$ cat src/pkg/tms_pkg.sv
// translation mode select package: register map, field layout, types
// assumes an avalon-mm slave with 32-bit words, byte addresses
package tms_pkg;
   localparam int unsigned NUM_CHAN      = 2;
   localparam int unsigned NUM_PROF      = 6;
   localparam int unsigned FB_W          = 5;
   localparam int unsigned ADDR_W        = 12;
   // per-profile word: channel stride and profile stride in bytes
   localparam logic [11:0] PROF_BASE     = 12'h000;
   localparam logic [11:0] CHAN_STRIDE   = 12'h100;
   localparam logic [11:0] PROF_STRIDE   = 12'h010;
   localparam logic [11:0] OFF_MODE      = 12'h000;
   localparam logic [11:0] OFF_FBPATH    = 12'h004;
   // per-channel control, status, clear
   localparam logic [11:0] OFF_CTRL      = 12'h800;
   localparam logic [11:0] OFF_STATUS    = 12'h804;
   localparam logic [11:0] OFF_CLEAR     = 12'h808;
   localparam logic [11:0] OFF_CFG       = 12'h80c;
   localparam logic [11:0] CTRL_STRIDE   = 12'h020;
   // field positions
   localparam int unsigned BIT_HITLESS   = 0;
   localparam int unsigned BIT_EXTZD     = 1;
   localparam int unsigned BIT_ENTERED   = 4;
   localparam int unsigned BIT_EXITED    = 3;
   localparam int unsigned BIT_TAGGED    = 0;
   localparam int unsigned BIT_SRC_ONE   = 1;
   localparam logic [31:0] READ_UNMAPPED = 32'h0000_0000;
   localparam logic [4:0]  FB_RST        = 5'h00;
   localparam logic [1:0]  MODE_RST      = 2'h0;
   typedef enum logic [1:0]
   {
      TMS_BUILDOUT,
      TMS_INT_ZD,
      TMS_EXT_ZD,
      TMS_INVALID
   } tms_mode_t;
   // selected feedback source per channel
   typedef struct packed {
      logic       int_valid;  // one of the output pins
      logic [2:0] out_pin;    // 0..3 pair a/b p,n; 4,5 pair c p,n
      logic       ext_valid;  // one of the reference inputs
      logic [1:0] ref_in;     // first..fourth reference input
   } tms_fb_sel_t;
   // rate relation flags per channel
   typedef struct packed {
      logic        ref_div_unity;
      logic        use_frac;
      logic        phase_offset_buildout;
      logic        slew_toward_ref;
      logic        tagged_fb;
   } tms_rate_t;
endpackage

$ cat src/rtl/tms_translation_mode.sv
// translation mode select for two digital loops, six profiles each
// assumes a single 100 MHz mclk and an avalon-mm master; profile select
// and offset measurement come from same-clock loop logic
`timescale 1ns/1ps
module tms_translation_mode
(
   // clock and reset
   input  wire logic                          mclk,
   input  wire logic                          rst,
   // avalon-mm slave
   input  wire logic [tms_pkg::ADDR_W-1:0]    avs_address,
   input  wire logic                          avs_read,
   input  wire logic                          avs_write,
   input  wire logic [31:0]                   avs_writedata,
   input  wire logic [3:0]                    avs_byteenable,
   output logic      [31:0]                   avs_readdata,
   output logic                               avs_waitrequest,
   // loop side: active profile and reference switch events
   input  wire logic [2:0]                    active_prof [2],
   input  wire logic [1:0]                    ref_switch,
   input  wire logic [31:0]                   measured_offset [2],
   // loop side: outputs
   output tms_pkg::tms_mode_t                 mode [2],
   output tms_pkg::tms_fb_sel_t               fb_sel [2],
   output tms_pkg::tms_rate_t                 rate [2],
   output logic      [31:0]                   ts_offset [2]
);
   localparam int NC = tms_pkg::NUM_CHAN;
   localparam int NP = tms_pkg::NUM_PROF;

   logic [1:0]  prof_mode [NC][NP];
   logic [4:0]  prof_fb   [NC][NP];
   logic [1:0]  chan_cfg  [NC];
   logic [1:0]  sticky    [NC];
   logic [NC-1:0] hitless_q;
   logic        ack;
   logic [1:0]  next_clear [NC];
   logic        wr_hit;
   logic [1:0]  sel_mode  [NC];
   logic [4:0]  sel_fb    [NC];

   // one wait state: answer registered at the first edge that sees the request
   // fixed latency keeps the address decode off the answer path
   always_ff @(posedge mclk)
   begin
      if (rst)
         ack <= 1'b0;
      else
         ack <= (avs_read | avs_write) & ~ack;
   end
   assign wr_hit = avs_write & ack;

   // waitrequest high unless answering; comes from a flip-flop
   always_ff @(posedge mclk)
   begin
      if (rst)
         avs_waitrequest <= 1'b1;
      else
         avs_waitrequest <= ~((avs_read | avs_write) & ~ack);
   end

   // profile and channel config register writes
   always_ff @(posedge mclk)
   begin
      if (rst)
      begin
         for (int c = 0; c < NC; c++)
         begin
            chan_cfg[c] <= 2'h0;
            for (int p = 0; p < NP; p++)
            begin
               prof_mode[c][p] <= tms_pkg::MODE_RST;
               prof_fb[c][p]   <= tms_pkg::FB_RST;
            end
         end
      end
      else if (wr_hit && avs_byteenable[0])
      begin
         for (int c = 0; c < NC; c++)
         begin
            for (int p = 0; p < NP; p++)
            begin
               if (avs_address == tms_pkg::PROF_BASE
                   + 12'(c) * tms_pkg::CHAN_STRIDE
                   + 12'(p) * tms_pkg::PROF_STRIDE
                   + tms_pkg::OFF_MODE)
                  prof_mode[c][p] <= avs_writedata[1:0];
               if (avs_address == tms_pkg::PROF_BASE
                   + 12'(c) * tms_pkg::CHAN_STRIDE
                   + 12'(p) * tms_pkg::PROF_STRIDE
                   + tms_pkg::OFF_FBPATH)
                  prof_fb[c][p] <= avs_writedata[4:0];
            end
            if (avs_address == tms_pkg::OFF_CFG
                + 12'(c) * tms_pkg::CTRL_STRIDE)
               chan_cfg[c] <= avs_writedata[1:0];
         end
      end
   end

   // clear strobes decoded from clear-register writes
   // a set in the same cycle as a clear still wins below
   always_comb
   begin
      for (int c = 0; c < NC; c++)
      begin
         next_clear[c] = 2'b00;
         if (wr_hit && avs_byteenable[0] && avs_address
             == tms_pkg::OFF_CLEAR + 12'(c) * tms_pkg::CTRL_STRIDE)
            next_clear[c] = {avs_writedata[tms_pkg::BIT_ENTERED],
                             avs_writedata[tms_pkg::BIT_EXITED]};
      end
   end

   // read mux; unmapped addresses read zero
   always_ff @(posedge mclk)
   begin
      if (rst)
         avs_readdata <= tms_pkg::READ_UNMAPPED;
      else if (avs_read && !ack)
      begin
         avs_readdata <= tms_pkg::READ_UNMAPPED;
         for (int c = 0; c < NC; c++)
         begin
            for (int p = 0; p < NP; p++)
            begin
               if (avs_address == tms_pkg::PROF_BASE
                   + 12'(c) * tms_pkg::CHAN_STRIDE
                   + 12'(p) * tms_pkg::PROF_STRIDE
                   + tms_pkg::OFF_MODE)
                  avs_readdata <= {30'h0, prof_mode[c][p]};
               if (avs_address == tms_pkg::PROF_BASE
                   + 12'(c) * tms_pkg::CHAN_STRIDE
                   + 12'(p) * tms_pkg::PROF_STRIDE
                   + tms_pkg::OFF_FBPATH)
                  avs_readdata <= {27'h0, prof_fb[c][p]};
            end
            if (avs_address == tms_pkg::OFF_STATUS
                + 12'(c) * tms_pkg::CTRL_STRIDE)
               avs_readdata <= {27'h0, sticky[c][1], sticky[c][0],
                                2'b00, hitless_q[c]};
            if (avs_address == tms_pkg::OFF_CTRL
                + 12'(c) * tms_pkg::CTRL_STRIDE)
               avs_readdata <= {30'h0, mode[c]};
            if (avs_address == tms_pkg::OFF_CFG
                + 12'(c) * tms_pkg::CTRL_STRIDE)
               avs_readdata <= {30'h0, chan_cfg[c]};
         end
      end
   end

   // active profile fields; an index beyond five falls back to profile 0
   always_comb
   begin
      for (int c = 0; c < NC; c++)
      begin
         sel_mode[c] = prof_mode[c][0];
         sel_fb[c]   = prof_fb[c][0];
         for (int p = 1; p < NP; p++)
         begin
            if (active_prof[c] == 3'(p))
            begin
               sel_mode[c] = prof_mode[c][p];
               sel_fb[c]   = prof_fb[c][p];
            end
         end
      end
   end

   // translation mode from the profile's hitless and external bits
   always_ff @(posedge mclk)
   begin
      if (rst)
      begin
         for (int c = 0; c < NC; c++)
            mode[c] <= tms_pkg::TMS_BUILDOUT;
      end
      else
      begin
         for (int c = 0; c < NC; c++)
         begin
            unique case (sel_mode[c])
               2'b00: mode[c] <= tms_pkg::TMS_BUILDOUT;
               2'b01: mode[c] <= tms_pkg::TMS_INT_ZD;
               2'b11: mode[c] <= tms_pkg::TMS_EXT_ZD;
               2'b10: mode[c] <= tms_pkg::TMS_INVALID;
            endcase
         end
      end
   end

   // feedback source decode; pair c exists only on channel 0
   always_ff @(posedge mclk)
   begin
      if (rst)
      begin
         for (int c = 0; c < NC; c++)
            fb_sel[c] <= '0;
      end
      else
      begin
         for (int c = 0; c < NC; c++)
         begin
            fb_sel[c].int_valid <= (sel_mode[c] == 2'b01) &&
                                   ((sel_fb[c] < 5'd4) ||
                                    (c == 0 && sel_fb[c] < 5'd6));
            fb_sel[c].out_pin   <= sel_fb[c][2:0];
            fb_sel[c].ext_valid <= (sel_mode[c] == 2'b11) &&
                                   (sel_fb[c] < 5'd4);
            fb_sel[c].ref_in    <= sel_fb[c][1:0];
         end
      end
   end

   // rate relation flags for the loop's divider arithmetic
   always_ff @(posedge mclk)
   begin
      if (rst)
      begin
         for (int c = 0; c < NC; c++)
            rate[c] <= '0;
      end
      else
      begin
         for (int c = 0; c < NC; c++)
         begin
            rate[c].use_frac <= (sel_mode[c] == 2'b00);
            // oscillator or other-loop source: unity divide in every mode
            rate[c].ref_div_unity <=
               chan_cfg[c][tms_pkg::BIT_SRC_ONE];
            rate[c].phase_offset_buildout <=
               (sel_mode[c] == 2'b00);
            // hitless modes slew toward the reference instead
            rate[c].slew_toward_ref <= sel_mode[c][0];
            rate[c].tagged_fb <= chan_cfg[c][tms_pkg::BIT_TAGGED] &
                                 (sel_mode[c] == 2'b01);
         end
      end
   end

   // buildout offset latched on a reference switch
   // hitless modes load zero: the slew closes the gap there
   always_ff @(posedge mclk)
   begin
      if (rst)
      begin
         for (int c = 0; c < NC; c++)
            ts_offset[c] <= 32'h0;
      end
      else
      begin
         for (int c = 0; c < NC; c++)
            if (ref_switch[c])
               ts_offset[c] <= (mode[c] == tms_pkg::TMS_BUILDOUT)
                               ? measured_offset[c] : 32'h0;
      end
   end

   // hitless entry/exit sticky bits; set wins over clear
   always_ff @(posedge mclk)
   begin
      if (rst)
      begin
         hitless_q <= '0;
         for (int c = 0; c < NC; c++)
            sticky[c] <= 2'b00;
      end
      else
      begin
         for (int c = 0; c < NC; c++)
         begin
            logic hl;
            // invalid mode counts as not hitless
            hl = (mode[c] == tms_pkg::TMS_INT_ZD) ||
                 (mode[c] == tms_pkg::TMS_EXT_ZD);
            hitless_q[c] <= hl;
            sticky[c][1] <= (hl & ~hitless_q[c]) |
                            (sticky[c][1] & ~next_clear[c][1]);
            sticky[c][0] <= (~hl & hitless_q[c]) |
                            (sticky[c][0] & ~next_clear[c][0]);
         end
      end
   end
endmodule // tms_translation_mode

$ cat config.mk
export PLATFORM = sky130hd
export DESIGN_NAME = tms_translation_mode
export DESIGN_NICKNAME = d
export VERILOG_FILES = /design/src/pkg/tms_pkg.sv /design/src/rtl/tms_translation_mode.sv
export SDC_FILE = /design/constraint.sdc
export NUM_CORES = 1
export LEC_CHECK = 0
export BUFFER_PORTS_ARGS = -buffer_cell sky130_fd_sc_hd__buf_2
export CAP_MARGIN = 20
export CORE_MARGIN = 5
export CORE_UTILIZATION = 34
export DETAILED_ROUTE_END_ITERATION = 8
export PLACE_DENSITY = 0.66
export SYNTH_ARGS = -nofsm -noshare
export SYNTH_HDL_FRONTEND = slang
export SYNTH_SLANG_ARGS = --single-unit
$ cat constraint.sdc
create_clock -name mclk -period 5.8 [get_ports mclk]
set_clock_uncertainty 0.2 [all_clocks]
set_input_delay 0.58 -clock mclk [delete_from_list [all_inputs] [get_ports mclk]]
set_output_delay 0.58 -clock mclk [all_outputs]
set_load 0.01 [all_outputs]
==> impl_metrics.toml, run 1 <==
[detailed_routing]
dr.pass1.iters = 5
drtAntennaViolNets = 0
drc = 0
via_per_inst = 5.47
wl_per_cell_um = 19.6
vias = 8004
wl_mm = 28.6
drt_iter0_drc = 843

[clock_tree]
postCtsSetupBuffers = 0
clk_pin_slew_ns = 0.08
clkSinkCount = 187
postCtsResizedCells = 0
cts_root_buf = "clkbuf_16"
ctsHoldBuffers = 0
htreeDepth = 4
clockBufferDepth = 2
cts_buffers = 17
cts_tree = "built"
clk_latency_ns = 0.44

[critical_path]
reg2regPathDepth = 4
path_cells = "buf_2 -> nor4b_2 -> nand3_1 -> a2111oi_1 -> or3_1 -> a311oi_1 -> nor3_1"
critPathKind = "input pin to flip-flop"
cp.arrival_ns = 3.43
slowest_stage = "nor4b_2"
path_max_fanout = 21
crit_required_ns = 5.95
start_kind = "input pin"
r2r-end = "prof_mode[1][11]$_DFFE_PP_"
r2r_slack_ns = 2.87
end_kind = "flip-flop"
r2r_start = "ack$_SDFF_PP0_"
path_delay_family = "simple AND/OR/NAND/NOR gates"
slowest_delay_ns = 1.05
worstPathBufferInverterCount = 1

[sta]
rsz0062_at_grt = "no"
setup_viol = 0
worst_slew_pin_slew_ns = 1.23
hold_viol = 0
final.min_clock_period_ns = 3.28
tns_ns = 0
fmaxAchievable_mhz = 305
finalMaxSlewViolations = 0
fin_crit_sh = 0.566
holdWs_ns = 0.164
max_slew_margin = 0.175

[synthesis]
yosys-top-cells-area = "edfxtp_1 28%, dfxtp_1 21%, a21oi_1 4.6%"
seq_area_frac_synth = 0.494
netlist_instances = 969
ys_types = 74
synth_edf_count = 88
synthFlopType = "dfxtp_1"
avgSynthCellArea_um2 = 9.67
async_flop_share = 0
synth_area_leader_cell = "edfxtp_1"
synth_warnings = 0
yosysMostFrequentCell = "nor2_1"
ys_ff_latch = 187
syn-cell-area_um2 = 9370
netlist_top_cells_count = "101 x nor2_1, 99 x dfxtp_1, 88 x edfxtp_1, 87 x a21oi_1, 52 x clkbuf_1"
synth_top_cell_area_share = 0.282

[floorplan]
die_x_um = 176
initial_core_util = 0.347
num_rows = 60
ios = 249
dieHeight_um = 176
die-area_um2 = 31000
coreArea_um2 = 27000

[global_route]
track_usage = 0.175
grt_remaining_overflow = 0
grt_pass1_wl_mm = 43.0
first_global_vias = 7706
grt_max_degree = 70
antenna_found_initial = 1

[run]
maxCapViolations = 0

[worst_hold_path]
hp-class = "input pin to flip-flop"
worstHoldEndpoint = "ts_offset[50]$_SDFFE_PP0P_"
min_path_cells = 3
hp-start = "measured_offset[50]"

[finish]
drive_gt1_frac = 0.234
antenna_cells = 0
nets = 1242
synthToLayoutAreaGrowth_pct = 16.7

[place]
place.gp.congestion = 0.925
hpwl_mm = 21.0
io_buffers = 191

[status]
run_status = "complete, no violations"

[power]
p_leak_nw = 4.32
powerDensity_nw_per_um2 = 275
ir_worst_vdd_v = 0.000208
state kept, by name (all words and copies together) (netlist names), 2 cells and up:
name          cells
avs_readdata      5
chan_cfg          4
fb_sel           10
hitless_q         2
mode              4
prof_fb          60
prof_mode        24
rate              8
sticky            4
ts_offset        64
layout by cell type, fill, tap and decap left out, types with 8 or more instances in the layout:
master,netlist,routed
a21o_1,13,13
nand2_1,45,45
and2_1,14,14
nor2b_1,45,45
nand2b_1,41,41
conb_1,1,27
buf_4,37,8
a21oi_1,87,87
clkbuf_16,0,17
dfxtp_1,99,99
nand3_1,48,48
nor2_1,101,101
buf_2,7,190
mux2i_1,15,15
inv_1,18,18
o21ai_0,37,37
o21bai_1,15,15
ha_1,10,10
a22oi_1,10,10
a31oi_1,11,11
nor4_1,9,9
edfxtp_1,88,88
nor3_1,21,21
tightest hold or removal path: stages:
cell     delay, ns
buf_2         0.08
a21oi_1       0.05
nor2_1        0.07
worst max-delay path by stage:
stage,from,slack [ns],cells past startpoint,end
after floorplan,active_prof[3],3.12,8,mode[2]$_SDFF_PP0_
after global placement,avs_address[2],2.21,7,avs_readdata[1]$_SDFFE_PP0P_
after detailed placement,avs_address[2],2.22,7,avs_readdata[1]$_SDFFE_PP0P_
after CTS,avs_address[2],2.66,7,avs_readdata[1]$_SDFFE_PP0P_
after global routing,avs_address[2],2.44,7,avs_readdata[1]$_SDFFE_PP0P_
final,avs_address[5],2.52,7,avs_readdata[1]$_SDFFE_PP0P_
report_power, final:
part / switching, mW / total, mW / internal, mW
Sequential: 0.0381 / 1.48 / 1.44
Clock: 0.575 / 1.16 / 0.587
Combinational: 0.226 / 0.369 / 0.142
Total: 0.839 / 3.01 / 2.17
routing by layer:
metal  vias up  global-route usage  wire (um)
met2       434               0.290      13300
met1      3758               0.225      11700
met5         -                   0         20
met3        66              0.0439       2840
li1       3744                   -          -
met4         2              0.0598        753
through the flow:
step,power (mW),worst slack [ns],area [um^2],std cells,util
after floorplan,1.75,3.12,9470,995,-
after global placement,1.87,2.21,10300,1428,0.382
after detailed placement,1.88,2.22,10300,1429,0.383
after CTS,3.03,2.66,10900,1461,0.404
after global routing,3.12,2.44,10900,1462,0.405
final,3.01,2.52,10900,1462,0.405
kinds of logic (layout without fill, tap and decap cells):
family | Yosys count | in the layout | synth area share
multiplexers | 23 | 23 | 0.0316
flip-flops | 187 | 187 | 0.494
buffers and inverters | 123 | 249 | 0.0682
AO/OA/AOI/OAI | 239 | 239 | 0.163
adder cells (fa/ha/maj) | 10 | 10 | 0.0134
other | 1 | 27 | 0.000400
AND/OR/NAND/NOR | 386 | 386 | 0.230
area by class of cell:
class                   instances  area [um^2]
flip-flops and latches        187         4620
clock inverters                14          148
clock buffers                  18          439
repair buffers                199         1030
well taps                     341          427
inverters                      18         67.6
fillers                      2665        16100
multi-input cells             685         4200
Note: power is estimated with default switching activity, not from simulation.
==> inputs of run 2 (changes only) <==
PLACE_DENSITY = 0.68   (was 0.66)
clock period = 2.65 ns   (was 5.8 ns; I/O delays follow)
==> run 2 against run 1 <==
  * Sequential power grew 120%
  * Final area grew 11%
  * Clock-buffer cell count unchanged
  * First-iteration DRC count is 4.2% higher
  * Cell count up 9.4%
  * Power rose by 120%
  * Combinational power increased to 2.6 times the previous value
  * Non-clock buffer count grew 137
  * Flip-flop and latch count stayed put
  * Hold slack worse by 0.13 ns
  * Global-route usage rose by 1.4 points
==> impl_metrics.toml, run 2 (synthesis results as in run 1) <==
[status]
run_status = "complete, no violations"

[sta]
hold_viol = 0
finalMaxSlewViolations = 0
tns_ns = 0
fin_crit_sh = 0.853
worst_slew_pin_slew_ns = 0.742
setup_viol = 0
setup_slack_ns = 0.390
final.min_clock_period_ns = 2.26
max_slew_margin = 0.506
rsz0062_at_grt = "no"
fmaxAchievable_mhz = 443

[detailed_routing]
wl_mm = 30.6
dr.pass1.iters = 6
drtAntennaViolNets = 0
drc = 0
vias = 8523
wl_per_cell_um = 19.1
via_per_inst = 5.33
drt_iter0_drc = 878

[critical_path]
start_kind = "input pin"
path_max_fanout = 14
crit_required_ns = 2.76
cp.arrival_ns = 2.37
end_kind = "flip-flop"
critPathKind = "input pin to flip-flop"

[power]
swShare = 0.267
ir_worst_vdd_v = 0.000407
power_switching_mw = 1.79
sequentialPowerShare = 0.486
pwr-share-comb = 0.141
intPower_mw = 4.89
p_leak_nw = 4.95
pwr-share-clk = 0.373
powerDensity_nw_per_um2 = 550
fin_total_pwr_mw = 6.68

[finish]
synthToLayoutAreaGrowth_pct = 29.6
layout_common_cells = "190 x buf_2, 101 x nor2_1, 99 x dfxtp_1"
seq_area_um2 = 4620
nets = 1379
drive_gt1_frac = 0.260
largest_reg_flops = 64
final_common_cell = "buf_2"
antenna_cells = 0
nFillCells = 2492
reg_top3 = "ts_offset x64, prof_fb x60, prof_mode x24"
top_register = "ts_offset"
multiInputGateArea_um2 = 4200

[run]
maxCapViolations = 0

[global_route]
grt_remaining_overflow = 0
grt_max_degree = 56
track_usage = 0.189
grt_pass1_wl_mm = 46.2
grtUsageMet3 = 0.0390
antenna_found_initial = 2
busiest_layer = "met2"
met1_usage = 0.239
first_global_vias = 8312
use_met2 = 0.317

[floorplan]
initial_core_util = 0.347
num_rows = 60
die-area_um2 = 31000
die_x_um = 176
dieHeight_um = 176
ios = 249
coreArea_um2 = 27000

[place]
post-place-ws_ns = 0.0697
hpwl_mm = 22.3
place.gp.congestion = 0.955
io_buffers = 191

[clock_tree]
cts_buffers = 17
ctsHoldBuffers = 71
postCtsResizedCells = 0
clkSinkCount = 187
postCtsSetupBuffers = 0
clk_latency_ns = 0.44
cts_tree = "built"
htreeDepth = 4
clockBufferDepth = 2
clk_pin_slew_ns = 0.07
cts_root_buf = "clkbuf_16"

[worst_hold_path]
hp-class = "input pin to flip-flop"
-- run 2: cell count changes in the layout (fill, tap and decap cells not counted), sizes merged --
cell / delta
bufinv: +1
dlygate4sd3: +71
buf: +66
clkinv: -1
-- run 2: final timing paths --
path / from / slack (ns) / cells past startpoint / to
hold reg to reg: avs_readdata[2]$_SDFFE_PP0P_ / 0.26 / 2 / avs_readdata[2]$_SDFFE_PP0P_
setup / recovery: rst / 0.39 / 8 / avs_readdata[1]$_SDFFE_PP0P_
setup reg to reg: ack$_SDFF_PP0_ / 0.42 / 6 / avs_readdata[1]$_SDFFE_PP0P_
hold / removal: avs_writedata[0] / 0.04 / 2 / prof_fb[0][25]$_DFFE_PP_
-- run 2: worst max-delay path, cell delays in order --
cell and delay, ns:
dlygate4sd3_1 0.53, buf_4 0.20, nand2b_1 0.15, o32ai_1 0.08, a2111oi_1 0.55, o211ai_1 0.23
a311oi_1 0.28, nor3_1 0.08
-- run 2: power groups by stage --
stage / clock (mW) / combinational, mW / sequential [mW]
after global routing: 2.66 / 1.03 / 3.26
after CTS: 2.57 / 0.921 / 3.24
final: 2.49 / 0.941 / 3.25
after floorplan: 0 / 0.504 / 3.33
after detailed placement: 0 / 0.836 / 3.31
after global placement: 0 / 0.827 / 3.30
-- run 2: metrics by stage --
step / cells / util / area, um^2 / hold WS, ns
floorplan: 995 / - / 9470 / 0.195
global placement: 1495 / 0.401 / 10800 / 0.244
detailed placement: 1495 / 0.401 / 10800 / 0.256
CTS: 1598 / 0.448 / 12100 / 0.0222
global route: 1599 / 0.449 / 12100 / 0.0320
finish: 1599 / 0.449 / 12100 / 0.0364
-- run 2: cell type report --
| class | count | area share |
|---|---|---|
| clock buffer | 18 | 0.0353 |
| clock inverter | 14 | 0.0110 |
| inverter | 18 | 0.00556 |
| multi-input combinational | 685 | 0.346 |
| sequential | 187 | 0.381 |
| tap | 341 | 0.0351 |
| timing repair buffer | 336 | 0.186 |
-- run 2: metal layers --
metal | vias up | routed length [um] | part of all wire
met3 | 69 | 2490 | 0.082
met4 | 4 | 1050 | 0.034
li1 | 4021 | - | -
met1 | 3995 | 12600 | 0.41
met5 | - | 21 | 0.00069
met2 | 434 | 14400 | 0.47
